<file path="src/logic/csbh_pkg.sv">
// shared constants for the chip-select and bus-hold block
package csbh_pkg;

  // ****************************************
  // address space
  // ****************************************
  localparam int unsigned ADDR_BITS       = 20;  // 1 MByte memory space
  localparam int unsigned IO_ADDR_BITS    = 16;  // 64 Kbyte i/o space
  localparam int unsigned SIZE_LOG2_W     = 5;   // width of a block-size exponent

  // ****************************************
  // window size limits, as log2 of bytes
  // ****************************************
  localparam logic [4:0]  EDGE_MIN_LOG2   = 5'h0_00A;  // upper/lower block 1K
  localparam logic [4:0]  EDGE_MAX_LOG2   = 5'h0_012;  // upper/lower block 256K
  localparam logic [4:0]  MID_MIN_LOG2    = 5'h0_00D;  // mid-range total 8K
  localparam logic [4:0]  MID_MAX_LOG2    = 5'h0_013;  // mid-range total 512K
  localparam logic [4:0]  MID_SPLIT_LOG2  = 5'h0_002;  // four equal mid sub-blocks
  localparam logic [4:0]  PERIPH_BLK_LOG2 = 5'h0_007;  // 128 bytes per peripheral select

  // ****************************************
  // select counts
  // ****************************************
  localparam int unsigned MID_SELECTS     = 4;
  localparam int unsigned PERIPH_SELECTS  = 6;  // five plain plus the shared sixth pin

  // ****************************************
  // reset values
  // ****************************************
  localparam logic        SEL_IDLE        = 1'b1;  // chip selects are active low
  localparam logic        GRANT_RST       = 1'b0;
  localparam logic        PULLUP_RST      = 1'b1;

  // ****************************************
  // request synchroniser depth
  // ****************************************
  localparam int unsigned SYNC_STAGES     = 2;

  // hold handshake states
  typedef enum logic [1:0] {
    CSBH_OWNED,     // device drives the local bus
    CSBH_GRANTED,   // another master owns the bus
    CSBH_RELEASED   // grant dropped, bus still floated until a cycle is needed
  } csbh_hold_t;

endpackage : csbh_pkg

</file>
<file path="src/logic/csbh_top.sv">
// chip-select decoding, bus hold handshake and pin-float test mode
// Function
// - bus request is an asynchronous level; it is synchronised before use
// - the device answers a request with an active-high grant
// - local bus and control float in the same cycle the grant rises
// - upper select low for memory accesses in the top 1K-256K block
// - lower select low for memory accesses in the bottom 1K-256K block
// - both edge selects low at reset release enters pin-float test mode
// - in pin-float test mode every pin floats until the next reset
// - weak pull-up on the upper select while reset is active and until the first edge after release
// - four mid selects go low within the 8K-512K mid-range window
// - enhanced mode turns mid select 0 into the coprocessor transfer request
// - enhanced mode turns mid select 3 into the numeric unit select
// - enhanced mode turns mid select 1 into the coprocessor error input
// - peripheral selects 0-4 decode in i/o space or memory space
// - peripheral select 5 is a sixth select or latched address bit 1
// - the select 5 / address 1 pin keeps driving during a grant
// - latched address bit 1 holds its last value through the grant
`timescale 1ns/1ns
module csbh_top
  import csbh_pkg::*;
#(
  parameter int unsigned ADDR_W = ADDR_BITS
) (
  // clock and reset
  input  wire logic                   core_clk,
  input  wire logic                   rstn,
  // external bus master
  input  wire logic                   bus_req_in,
  output      logic                   bus_grant_out,
  // core bus cycle
  input  wire logic                   cyc_start,
  input  wire logic                   cyc_active,
  input  wire logic                   cyc_is_mem,
  input  wire logic [ADDR_W-1:0]      cyc_addr,
  input  wire logic                   bus_idle,
  input  wire logic                   cyc_pending,
  input  wire logic                   copro_access,
  output      logic                   bus_drive_oe,
  // configuration
  input  wire logic                   enhanced_mode,
  input  wire logic [SIZE_LOG2_W-1:0] upper_size_log2,
  input  wire logic [SIZE_LOG2_W-1:0] lower_size_log2,
  input  wire logic [ADDR_W-1:0]      mid_base,
  input  wire logic [SIZE_LOG2_W-1:0] mid_size_log2,
  input  wire logic [ADDR_W-1:0]      periph_base,
  input  wire logic                   periph_in_mem,
  input  wire logic                   pcs5_is_addr1,
  // upper and lower memory select pins
  input  wire logic                   upper_mem_select_i,
  output      logic                   upper_mem_select_o,
  output      logic                   upper_mem_select_oe,
  output      logic                   upper_mem_pullup_en,
  input  wire logic                   lower_mem_select_i,
  output      logic                   lower_mem_select_o,
  output      logic                   lower_mem_select_oe,
  // mid-range select pins
  input  wire logic [MID_SELECTS-1:0] mid_mem_select_i,
  output      logic [MID_SELECTS-1:0] mid_mem_select_o,
  output      logic [MID_SELECTS-1:0] mid_mem_select_oe,
  // peripheral select pins
  output      logic [4:0]             periph_select_o,
  output      logic [4:0]             periph_select_oe,
  output      logic                   periph_select5_or_addr1_o,
  output      logic                   periph_select5_or_addr1_oe,
  // coprocessor signals toward the core
  output      logic                   copro_transfer_request,
  output      logic                   copro_numeric_error,
  // test mode status
  output      logic                   all_float_test_mode
);

  // ****************************************
  // elaboration checks
  // ****************************************
  // the decoders need room for the largest mid window and the i/o space
  if (ADDR_W < ADDR_BITS) begin : g_bad_width
    $error("csbh_top: ADDR_W below the 1 MByte address space");
  end

  // ****************************************
  // request synchroniser
  // ****************************************
  logic [SYNC_STAGES-1:0] req_sync_q;
  wire  logic             req_seen = req_sync_q[SYNC_STAGES-1];

  // only the last stage is looked at by the handshake
  always_ff @(posedge core_clk or negedge rstn) begin
    if (!rstn) begin
      req_sync_q <= '0;
    end else begin
      req_sync_q <= {req_sync_q[SYNC_STAGES-2:0], bus_req_in};
    end
  end

  // ****************************************
  // pin-float strap capture
  // ****************************************
  logic strap_done_q;
  logic all_float_q;

  // straps are read on the first edge after release, never under reset
  wire logic strap_float = ~upper_mem_select_i & ~lower_mem_select_i;
  // the strap read happens before the first drive, so it cannot see our own low
  wire logic strap_float_pending = !strap_done_q && strap_float;

  always_ff @(posedge core_clk or negedge rstn) begin
    if (!rstn) begin
      strap_done_q <= 1'b0;
      all_float_q  <= 1'b0;
    end else begin
      strap_done_q <= 1'b1;
      if (!strap_done_q) begin
        all_float_q <= strap_float;
      end
    end
  end

  // ****************************************
  // pull-up on the upper select
  // ****************************************
  logic pullup_q;

  // released on the first edge after reset so it cannot fight a cycle
  always_ff @(posedge core_clk or negedge rstn) begin
    if (!rstn) begin
      pullup_q <= PULLUP_RST;
    end else begin
      pullup_q <= 1'b0;
    end
  end

  // ****************************************
  // hold handshake
  // ****************************************
  csbh_hold_t hold_q;
  csbh_hold_t hold_d;

  // grant only between cycles; drop it once the request has gone
  always_comb begin
    hold_d = hold_q;
    unique case (hold_q)
      CSBH_OWNED: begin
        if (req_seen && bus_idle && strap_done_q) begin
          hold_d = CSBH_GRANTED;
        end
      end
      CSBH_GRANTED: begin
        if (!req_seen) begin
          hold_d = CSBH_RELEASED;
        end
      end
      CSBH_RELEASED: begin
        if (req_seen) begin
          hold_d = CSBH_GRANTED;
        end else if (cyc_pending) begin
          hold_d = CSBH_OWNED;
        end
      end
    endcase
  end

  always_ff @(posedge core_clk or negedge rstn) begin
    if (!rstn) begin
      hold_q <= CSBH_OWNED;
    end else begin
      hold_q <= hold_d;
    end
  end

  // grant and bus enable are both registered from hold_d, so they move together
  wire logic grant_d = (hold_d == CSBH_GRANTED);
  wire logic owned_d = (hold_d == CSBH_OWNED) && strap_done_q && !all_float_q;
  wire logic owned   = (hold_q == CSBH_OWNED);

  // ****************************************
  // window limits
  // ****************************************
  // out-of-range sizes are clamped rather than left undefined
  wire logic [SIZE_LOG2_W-1:0] up_log2 =
    (upper_size_log2 < EDGE_MIN_LOG2) ? EDGE_MIN_LOG2 :
    (upper_size_log2 > EDGE_MAX_LOG2) ? EDGE_MAX_LOG2 : upper_size_log2;
  wire logic [SIZE_LOG2_W-1:0] lo_log2 =
    (lower_size_log2 < EDGE_MIN_LOG2) ? EDGE_MIN_LOG2 :
    (lower_size_log2 > EDGE_MAX_LOG2) ? EDGE_MAX_LOG2 : lower_size_log2;
  wire logic [SIZE_LOG2_W-1:0] mid_log2 =
    (mid_size_log2 < MID_MIN_LOG2) ? MID_MIN_LOG2 :
    (mid_size_log2 > MID_MAX_LOG2) ? MID_MAX_LOG2 : mid_size_log2;
  wire logic [SIZE_LOG2_W-1:0] mid_sub_log2 = mid_log2 - MID_SPLIT_LOG2;

  // top block starts at the space size less the block size
  wire logic [ADDR_W-1:0] all_ones = '1;
  wire logic [ADDR_W-1:0] up_base  = all_ones << up_log2;

  // ****************************************
  // address decoders
  // ****************************************
  logic                      up_hit;
  logic                      lo_hit;
  logic [MID_SELECTS-1:0]    mid_hit;
  logic [PERIPH_SELECTS-1:0] per_hit;

  csbh_range_match #(.AW(ADDR_W)) u_upper (
    .addr      (cyc_addr),
    .base      (up_base),
    .size_log2 (up_log2),
    .hit       (up_hit)
  );

  csbh_range_match #(.AW(ADDR_W)) u_lower (
    .addr      (cyc_addr),
    .base      ('0),
    .size_log2 (lo_log2),
    .hit       (lo_hit)
  );

  // each mid select covers a quarter of the mid window
  for (genvar gi = 0; gi < MID_SELECTS; gi++) begin : g_mid
    wire logic [ADDR_W-1:0] sub_base = mid_base + (ADDR_W'(gi) << mid_sub_log2);
    csbh_range_match #(.AW(ADDR_W)) u_mid (
      .addr      (cyc_addr),
      .base      (sub_base),
      .size_log2 (mid_sub_log2),
      .hit       (mid_hit[gi])
    );
  end

  // peripheral blocks follow one another from the peripheral base
  for (genvar gp = 0; gp < PERIPH_SELECTS; gp++) begin : g_per
    wire logic [ADDR_W-1:0] blk_base = periph_base + (ADDR_W'(gp) << PERIPH_BLK_LOG2);
    csbh_range_match #(.AW(ADDR_W)) u_per (
      .addr      (cyc_addr),
      .base      (blk_base),
      .size_log2 (PERIPH_BLK_LOG2),
      .hit       (per_hit[gp])
    );
  end

  // ****************************************
  // select qualification
  // ****************************************
  // selects only fire on our own cycles; a held bus keeps them all high
  wire logic live    = cyc_active && owned && !all_float_q;
  wire logic mem_cyc = live && cyc_is_mem;
  // i/o cycles must stay inside the 64 Kbyte i/o space
  wire logic io_ok   = (cyc_addr[ADDR_W-1:IO_ADDR_BITS] == '0);
  wire logic per_cyc = live && (periph_in_mem ? cyc_is_mem : (!cyc_is_mem && io_ok));

  wire logic       up_sel_d  = ~(mem_cyc && up_hit);
  wire logic       lo_sel_d  = ~(mem_cyc && lo_hit);
  wire logic [3:0] mid_sel_d = ~({MID_SELECTS{mem_cyc}} & mid_hit);
  wire logic [4:0] per_sel_d = ~({5{per_cyc}} & per_hit[4:0]);
  wire logic       per5_sel  = ~(per_cyc && per_hit[5]);

  // numeric unit select replaces the fourth mid select in enhanced mode
  wire logic       nps_d     = ~(live && copro_access);
  wire logic [3:0] mid_pin_d = enhanced_mode ? {nps_d, mid_sel_d[2:0]} : mid_sel_d;

  // mid selects 0 and 1 turn into inputs in enhanced mode
  wire logic       drive_ok  = strap_done_q && !all_float_q;
  wire logic [3:0] mid_oe_d  = {4{drive_ok}} & (enhanced_mode ? 4'h0_00C : 4'h0_00F);

  // ****************************************
  // latched address bit 1
  // ****************************************
  logic addr1_q;

  // only our own cycles update it, so a grant leaves it frozen
  always_ff @(posedge core_clk or negedge rstn) begin
    if (!rstn) begin
      addr1_q <= 1'b0;
    end else if (cyc_start && owned) begin
      addr1_q <= cyc_addr[1];
    end
  end

  wire logic addr1_d = (cyc_start && owned) ? cyc_addr[1] : addr1_q;
  wire logic pcs5_d  = pcs5_is_addr1 ? addr1_d : per5_sel;

  // ****************************************
  // pin registers
  // ****************************************
  logic             grant_q;
  logic             bus_oe_q;
  logic             up_o_q;
  logic             lo_o_q;
  logic             edge_oe_q;
  logic [3:0]       mid_o_q;
  logic [3:0]       mid_oe_q;
  logic [4:0]       per_o_q;
  logic             pcs5_o_q;
  logic             pcs5_oe_q;
  logic             copro_transfer_request_q;
  logic             nerr_q;

  // chip selects float in reset, up to the second edge after release and in test mode, otherwise always driven
  always_ff @(posedge core_clk or negedge rstn) begin
    if (!rstn) begin
      grant_q   <= GRANT_RST;
      bus_oe_q  <= 1'b0;
      up_o_q    <= SEL_IDLE;
      lo_o_q    <= SEL_IDLE;
      edge_oe_q <= 1'b0;
      mid_o_q   <= {MID_SELECTS{SEL_IDLE}};
      mid_oe_q  <= '0;
      per_o_q   <= {5{SEL_IDLE}};
      pcs5_o_q  <= SEL_IDLE;
      pcs5_oe_q <= 1'b0;
    end else begin
      grant_q   <= grant_d && drive_ok;
      bus_oe_q  <= owned_d && !(grant_d && drive_ok);
      up_o_q    <= up_sel_d;
      lo_o_q    <= lo_sel_d;
      edge_oe_q <= drive_ok && !strap_float_pending;
      mid_o_q   <= mid_pin_d;
      mid_oe_q  <= mid_oe_d;
      per_o_q   <= per_sel_d;
      pcs5_o_q  <= pcs5_d;
      pcs5_oe_q <= drive_ok;
    end
  end

  // ****************************************
  // coprocessor inputs
  // ****************************************
  // pins are taken as synchronous; qualified by mode so idle selects read low
  always_ff @(posedge core_clk or negedge rstn) begin
    if (!rstn) begin
      copro_transfer_request_q <= 1'b0;
      nerr_q  <= 1'b0;
    end else begin
      copro_transfer_request_q <= enhanced_mode && mid_mem_select_i[0];
      nerr_q  <= enhanced_mode && mid_mem_select_i[1];
    end
  end

  // ****************************************
  // outputs
  // ****************************************
  assign bus_grant_out              = grant_q;
  assign bus_drive_oe               = bus_oe_q;
  assign upper_mem_select_o         = up_o_q;
  assign upper_mem_select_oe        = edge_oe_q;
  assign upper_mem_pullup_en        = pullup_q;
  assign lower_mem_select_o         = lo_o_q;
  assign lower_mem_select_oe        = edge_oe_q;
  assign mid_mem_select_o           = mid_o_q;
  assign mid_mem_select_oe          = mid_oe_q;
  assign periph_select_o            = per_o_q;
  assign periph_select_oe           = {5{edge_oe_q}};
  assign periph_select5_or_addr1_o  = pcs5_o_q;
  assign periph_select5_or_addr1_oe = pcs5_oe_q;
  assign copro_transfer_request     = copro_transfer_request_q;
  assign copro_numeric_error        = nerr_q;
  assign all_float_test_mode        = all_float_q;

  // ****************************************
  // checks
  // ****************************************
  a_req_synced: assert property (@(posedge core_clk) disable iff (!rstn)
    $rose(bus_grant_out) |-> $past(bus_req_in, 3))
    else $error("grant rose without a synchronised request");

  a_grant_float: assert property (@(posedge core_clk) disable iff (!rstn)
    bus_grant_out |-> !bus_drive_oe)
    else $error("bus driven while grant is high");

  a_sel_held: assert property (@(posedge core_clk) disable iff (!rstn)
    bus_grant_out |-> (upper_mem_select_o && lower_mem_select_o && (&periph_select_o)))
    else $error("chip select active during grant");

  a_grant_drop: assert property (@(posedge core_clk) disable iff (!rstn)
    (bus_grant_out && !req_seen) |=> !bus_grant_out)
    else $error("grant not dropped after request fell");

  a_float_all: assert property (@(posedge core_clk) disable iff (!rstn)
    all_float_test_mode |-> !(upper_mem_select_oe || bus_drive_oe || pcs5_oe_q || (|mid_oe_q)))
    else $error("pin driven in float test mode");

  a_float_keep: assert property (@(posedge core_clk) disable iff (!rstn)
    (strap_done_q && $past(all_float_test_mode)) |-> all_float_test_mode)
    else $error("float test mode left without reset");

  a_pcs5_drive: assert property (@(posedge core_clk) disable iff (!rstn)
    (bus_grant_out && !all_float_test_mode) |-> periph_select5_or_addr1_oe)
    else $error("select 5 pin floated during grant");

  a_addr1_hold: assert property (@(posedge core_clk) disable iff (!rstn)
    (bus_grant_out && $past(bus_grant_out) && pcs5_is_addr1 && $past(pcs5_is_addr1))
      |-> $stable(periph_select5_or_addr1_o))
    else $error("latched address bit 1 changed during grant");

  a_upper_hit: assert property (@(posedge core_clk) disable iff (!rstn)
    (mem_cyc && up_hit) |=> !upper_mem_select_o)
    else $error("upper select missed a top-block access");

  a_lower_hit: assert property (@(posedge core_clk) disable iff (!rstn)
    (mem_cyc && lo_hit) |=> !lower_mem_select_o)
    else $error("lower select missed a bottom-block access");

  a_pullup_off: assert property (@(posedge core_clk) disable iff (!rstn)
    strap_done_q |-> !upper_mem_pullup_en)
    else $error("upper pull-up left on after reset");

  a_nps_only: assert property (@(posedge core_clk) disable iff (!rstn)
    (enhanced_mode && $past(enhanced_mode) && !mid_mem_select_o[3]) |-> $past(copro_access))
    else $error("numeric unit select without coprocessor access");

endmodule : csbh_top

</file>
<file path="src/logic/csbh_range_match.sv">
// address window compare for one chip select
`timescale 1ns/1ns
module csbh_range_match
  import csbh_pkg::*;
#(
  parameter int unsigned AW = ADDR_BITS
) (
  // address under test
  input  wire logic [AW-1:0]          addr,
  // window start, aligned to its size
  input  wire logic [AW-1:0]          base,
  input  wire logic [SIZE_LOG2_W-1:0] size_log2,
  // match result
  output      logic                   hit
);

  // ****************************************
  // compare
  // ****************************************
  // aligned windows only need the bits above the size to agree
  wire logic [AW-1:0] diff_bits = addr ^ base;
  wire logic [AW-1:0] above     = diff_bits >> size_log2;

  assign hit = (above == '0);

endmodule : csbh_range_match

</file>
<file path="config.mk">
export PLATFORM = sky130hd
export DESIGN_NAME = csbh_top
export DESIGN_NICKNAME = d
export VERILOG_FILES = /design/src/logic/csbh_pkg.sv /design/src/logic/csbh_top.sv /design/src/logic/csbh_range_match.sv
export SDC_FILE = /design/constraint.sdc
export NUM_CORES = 1
export LEC_CHECK = 0
export CORE_MARGIN = 2
export CORE_UTILIZATION = 57
export DETAILED_ROUTE_END_ITERATION = 8
export DONT_BUFFER_PORTS = 1
export PLACE_DENSITY = 0.79
export SKIP_LAST_GASP = 1
export SLEW_MARGIN = 20
export SYNTH_ARGS = -nofsm -noshare
export SYNTH_HDL_FRONTEND = slang
export SYNTH_SLANG_ARGS = --single-unit
</file>
<file path="constraint.sdc">
create_clock -name core_clk -period 5.25 [get_ports core_clk]
set_clock_uncertainty 0.1 [all_clocks]
set_input_delay 0.7875 -clock core_clk [delete_from_list [all_inputs] [get_ports core_clk]]
set_output_delay 0.7875 -clock core_clk [all_outputs]
set_load 0.05 [all_outputs]
</file>
# Yosys cells after proc, flatten, opt, wreduce, memory -nomap -nowiden
# Index checks and enable logic that the tools add are counted.
# classes
n_mux	16
n_lt_le_gt_ge	6
bitwise_logic	23
shift	11
eq_ne	3
n_reduce_logical	41
n_addsub	10
# ops
op	n
20-bit logical NOT	12
20-bit bitwise XOR	11
20-bit by 5-bit >> shifter with 20-bit output	6
20-bit adder	4
20-bit by 10-bit adder with 20-bit output, second input constant	2
20-bit by 9-bit adder with 20-bit output, second input constant	2
1-bit by 5-bit << shifter with 20-bit output, first input constant	2
2-bit by 5-bit << shifter with 20-bit output, first input constant	2
5-bit two-way mux	6
1-bit logical AND	21
20-bit by 8-bit adder with 20-bit output, second input constant	1
20-bit by 5-bit << shifter with 20-bit output, first input constant	1
5-bit greater-than comparator, second input constant	3
5-bit by 4-bit < comparator with 1-bit output, second input constant	3
2-bit two-way mux	5
4-bit AND	2
1-bit inverter	6
2-bit case mux with 3 select lines	1
5-bit AND	1
1-bit logical NOT	5
5-bit inverter	1
5-bit by 2-bit subtractor with 5-bit output, second input constant	1
2-bit by 1-bit equality test with 1-bit output, second input constant	2
2-bit logical NOT	2
6 further kinds	8
# word_totals
regBits	30
elab_cells	128

# Logic depth before layout (Yosys ltp)
# logic_depth
ltp_word	12
mapped_depth	27

# Hierarchy
# From an unflattened synthesis, not the netlist that was laid out.
# unflattened
cells_unflattened	1404
area_unflattened_um2	10264.8
# modules_own_cells
mod	cells_per_inst	n_inst	seq_area_each_um2	area_per_inst_um2
csbh_range_match	59	12	0.0	430.4
csbh_top	696	1	666.9	5099.9

# Worst setup path before layout
# Ideal clock, no wire load.
# synth_path
kind	input to register
start	in mid_size_log2[4]
end	reg mid_o_q[3], in the netlist mid_mem_select_o[3]
path_slack_ps	-1108
stages	27
arrival_time_ps	6170
n_path_buf	5
cell_sequence	clkbuf_2 > inv_1 > nor2_1 > a21o_1 > inv_1 > clkbuf_1 > clkbuf_1 > ha_1 > buf_4 > or2_2 > clkbuf_1 > o22ai_1 > and2_1 > ha_1 > fa_1 > a21o_1 > a21oi_1 > o21bai_1 > a2111oi_2 > or3_1 > nand2_1 > a2111o_1 > o2111a_1 > nor4b_1 > o2111ai_1 > a21oi_1 > a32oi_1
# synth_between
elab_chain_len	12
elab_cells_between_ends	13
cone_classes	add/sub: 2; order compare: 2; shift: 2; mux: 3; bitwise: 3; reduce/logical: 1
# synth_rtl
item	line	rtl
from (decl)	csbh_top.sv:45	input wire logic [SIZE_LOG2_W-1:0] mid_size_log2,
5-bit greater-than comparator	csbh_top.sv:188	(mid_size_log2 > MID_MAX_LOG2) ? MID_MAX_LOG2 : mid_size_log2;
5-bit two-way mux	csbh_top.sv:188	
5-bit two-way mux *	csbh_top.sv:187	(mid_size_log2 < MID_MIN_LOG2) ? MID_MIN_LOG2 :
5-bit by 2-bit subtractor with 5-bit output *	csbh_top.sv:189	wire logic [SIZE_LOG2_W-1:0] mid_sub_log2 = mid_log2 - MID_SPLIT_LOG2;
2-bit by 5-bit << shifter with 20-bit output	csbh_top.sv:219	wire logic [ADDR_W-1:0] sub_base = mid_base + (ADDR_W'(gi) << mid_sub_log2);
20-bit adder	csbh_top.sv:219	
20-bit bitwise XOR	csbh_range_match.sv:21	wire logic [AW-1:0] diff_bits = addr ^ base;
20-bit by 5-bit >> shifter with 20-bit output *	csbh_range_match.sv:22	wire logic [AW-1:0] above = diff_bits >> size_log2;
20-bit logical NOT *	csbh_range_match.sv:24	assign hit = (above == '0);
4-bit AND *	csbh_top.sv:251	wire logic [3:0] mid_sel_d = ~({MID_SELECTS{mem_cyc}} & mid_hit);
4-bit inverter *	csbh_top.sv:251	
4-bit two-way mux *	csbh_top.sv:257	wire logic [3:0] mid_pin_d = enhanced_mode ? {nps_d, mid_sel_d[2:0]} : mid_sel_d;
via mid_pin_d[3]	csbh_top.sv:257	
to (signal assigned)	csbh_top.sv:304	mid_o_q <= {MID_SELECTS{SEL_IDLE}};
to (signal assigned)	csbh_top.sv:315	mid_o_q <= mid_pin_d;
to (decl)	csbh_top.sv:288	logic [3:0] mid_o_q;
# The timed path passes the listed nets; every way through them passes the cells marked *.
# A chain may end at the register's enable or synchronous reset.

# Worst setup path in the final report
# layout_path
start	in mid_size_log2[2]
end	reg mid_o_q[2], in the netlist mid_mem_select_o[2]
# Same word-level chain as after synthesis.

==> results_dict.tcl <==
set metrics [dict create \
    status "finished clean" \
    finalPower_mw 1.38 \
    path_clk_slew_ns 0.07 \
    slew_headroom_pct 40.6 \
    portBuffers 0 \
    max_slew.worst_pin.slew_ns 0.885 \
    synth_edf_count 0 \
    gp_congestion 0.998 \
    initialDrtViolationCount 950 \
    setup_viol_count_final 0 \
    ios 123 \
    cpMostUsedCell "a21o_1" \
    gr-usage-all-layers_pct 34.4 \
    ys.flop_type "dfstp_2" \
    post_cts_buffers 0 \
    die_y_um 122 \
    synth_top_area_share_pct 12.0 \
    post-route-period-util_pct 97.6 \
    wire_per_inst_um 20.3 \
    grt_start_max_net_pins 34 \
    start_util_pct 59.0 \
    fin_nets 1260 \
    holdWs_ns 0.115 \
    min_path_type "input port to async pin" \
    max_cap_viol_count 0 \
    route.detailed.drc 0 \
    grt_pass1_wl_um 41000 \
    synth_nets 1280 \
    rsz0062_at_grt "false" \
    crit_arrival_ns 5.17 \
    cts_tree "yes" \
    wirelength_um 26000 \
    clock.fmax_mhz 195 \
    critical_path.max_fanout 6 \
    synth_top_cell_by_area "xnor2_1" \
    crit_family "compound AO/OA/AOI/OAI gates" \
    drive_gt1_share_pct 11.3 \
    cp_slowest_cell "o41ai_2" \
    root_buffer "clkbuf_16" \
    fin_crit_ns 5.12 \
    htreeDepth 1 \
    first_pass_iters 5 \
    area_growth_pct 7.29 \
    clk_path_buf_depth 2 \
    path_buf_inv 1 \
    ys_seq_elements 26 \
    p_leak_nw 3.25 \
    grt_antenna_before_repair 0 \
    async_reset_ff_share_pct 100 \
    synth.avg_cell_area_sq_um 7.00 \
    row_count 42 \
    endpoint_kind "flip-flop" \
    ys_seq_area_share_pct 8.47 \
    grt_pass1_vias 8017 \
    vias 8647 \
    netlist_instances 1124 \
    dp_hpwl_um 20700 \
    yosysWarnings 0 \
    grt_overflow 0 \
    diodes 0 \
    core-area_sq_um 13300 \
    crit_type "input port to flip-flop" \
    crit_chain "a21o_1 -> a21o_1 -> inv_2 -> ha_2 -> or2b_4 -> o22ai_4 -> and2_4 -> ha_2 -> o211ai_1 -> o22ai_1 -> a2bb2o_2 -> a211oi_4 -> o32ai_2 -> xnor2_1 -> a2111oi_2 -> o21bai_1 -> a21o_1 -> o41ai_2 -> a31oi_1" \
    drv_slew 0 \
    cp_data_required_time_ns 5.30 \
    postRouteAntennaNets 0 \
    dieArea_sq_um 14800 \
    die_w_um 122 \
    viasPerCell 6.76 \
    power.density_nw_per_um2 163 \
    insertion_delay_ns 0.26 \
    syn_area_sq_um 7870 \
    finalHoldViolations 0 \
    vdd_ir_drop_max_v 0.000121 \
    ys_types 88 \
    crit_path_max_incr_delay_ns 0.40 \
    fillers 1214 \
    hold_buffers 0 \
    startpoint_type "input port" \
    numCtsBuffers 3 \
    cts.sinks 26 \
    yosys-top-cells-area "xnor2_1, ha_1, xor2_1" \
]
-- registers in the layout, summed over array words and instances, names as in the netlist, 2 cells and up --
register and flops:
hold_q 2, periph_select_o 5, req_sync_q 2, mid_mem_select_o 4
-- routing by layer --
metal | part of all wire, % | vias up | track usage, %
li1 | - | 4064 | -
met1 | 42 | 4014 | 47.3
met2 | 43 | 517 | 53.5
met3 | 12 | 52 | 9.02
met4 | 2.6 | 0 | 9.05
met5 | 0 | - | 0
-- where the power goes --
| part | switching [mW] | leakage (nW) | internal [mW] |
|---|---|---|---|
| Combinational | 0.498 | 2.90 | 0.366 |
| Clock | 0.0743 | 0.0511 | 0.152 |
| Sequential | 0.0629 | 0.299 | 0.227 |
-- layout make-up --
cell class                 instances  area (sq um)  share of cell area, %
sequential                        26           671                   7.94
clock buffer                       3          75.1                  0.889
tap                              176           220                   2.61
timing repair buffer              52           415                   4.92
multi-input combinational       1000          6950                   82.3
clock inverter                     1          30.0                  0.356
inverter                          21          81.3                  0.963
-- final timing paths --
check	endpoint	start	slack (ns)	cells past startpoint
max	mid_mem_select_o[2]	mid_size_log2[2]	0.13	19
min	req_sync_q[0]	rstn	0.12	0
max reg2reg	mid_mem_select_o[1]	hold_q[0]	2.14	11
min reg2reg	req_sync_q[1]	req_sync_q[0]	0.26	0
max in group asynchronous	periph_select_o[4]	rstn	4.76	0
min in group core_clk	req_sync_q[1]	req_sync_q[0]	0.26	0
-- stage by stage --
| step | cell area, sq um | worst slack, ns | util, % | std cells | setup TNS (ns) |
|---|---|---|---|---|---|
| global placement | 8320 | 0.0872 | 62.3 | 1275 | 0 |
| finish | 8450 | 0.127 | 63.3 | 1279 | 0 |
| floorplan | 8240 | -0.0679 | - | 1124 | -0.172 |
| detailed placement | 8320 | -0.0665 | 62.3 | 1275 | -0.0665 |
| global route | 8450 | 0.0100 | 63.3 | 1279 | 0 |
| CTS | 8420 | 0.185 | 63.1 | 1279 | 0 |
-- kinds of logic (layout without fill, tap and decap cells) --
group	after synthesis	after routing	share of synthesized area, %
AO/OA/AOI/OAI	342	342	29.9
AND/OR/NAND/NOR	418	418	26.1
XOR/XNOR	157	157	17.5
other	2	2	0.0954
flip-flops	26	26	8.47
adder cells (fa/ha/maj)	67	67	10.6
buffers and inverters	98	77	5.48
multiplexers	14	14	1.84
-- placed cells by master (no fill, tap or decap), types with 17 or more instances in the layout --
cell | synthesis | final
and2_1 | 30 | 28
inv_1 | 21 | 19
nor3_1 | 35 | 35
xnor2_1 | 108 | 107
a31oi_1 | 21 | 21
o211ai_1 | 17 | 17
nor2_1 | 105 | 105
nand2b_1 | 17 | 17
a21oi_1 | 78 | 77
o21ai_0 | 59 | 59
nand3_1 | 33 | 33
a21o_1 | 23 | 23
nand2_1 | 110 | 109
xor2_1 | 49 | 49
buf_4 | 12 | 50
ha_1 | 62 | 54
-- timing repair --
item	in CTS	in global routing
endpoints found under the hold margin	0	0
setup endpoints to repair	0	2
resized for setup	0	5
-- synthesized netlist by cell type, drive strengths merged, types with 8 or more instances --
library cell and instances:
dfstp 13, ha 62, o211ai 17, nor2 105, nor4 8, nor3 35
mux2i 10, o21a 8, o2111ai 8, nand2b 17, o22ai 14, inv 21
nand3 33, nor2b 13, clkbuf 50, and2 30, a21oi 79, or2 10
a31oi 21, xor2 49, dfrtp 13, xnor2 108, a21o 23, nand4 12
buf 27, o221ai 8, a211oi 13, nand2 110, a2111oi 14, o21ai 65
Note: power is estimated with default switching activity, not from simulation.
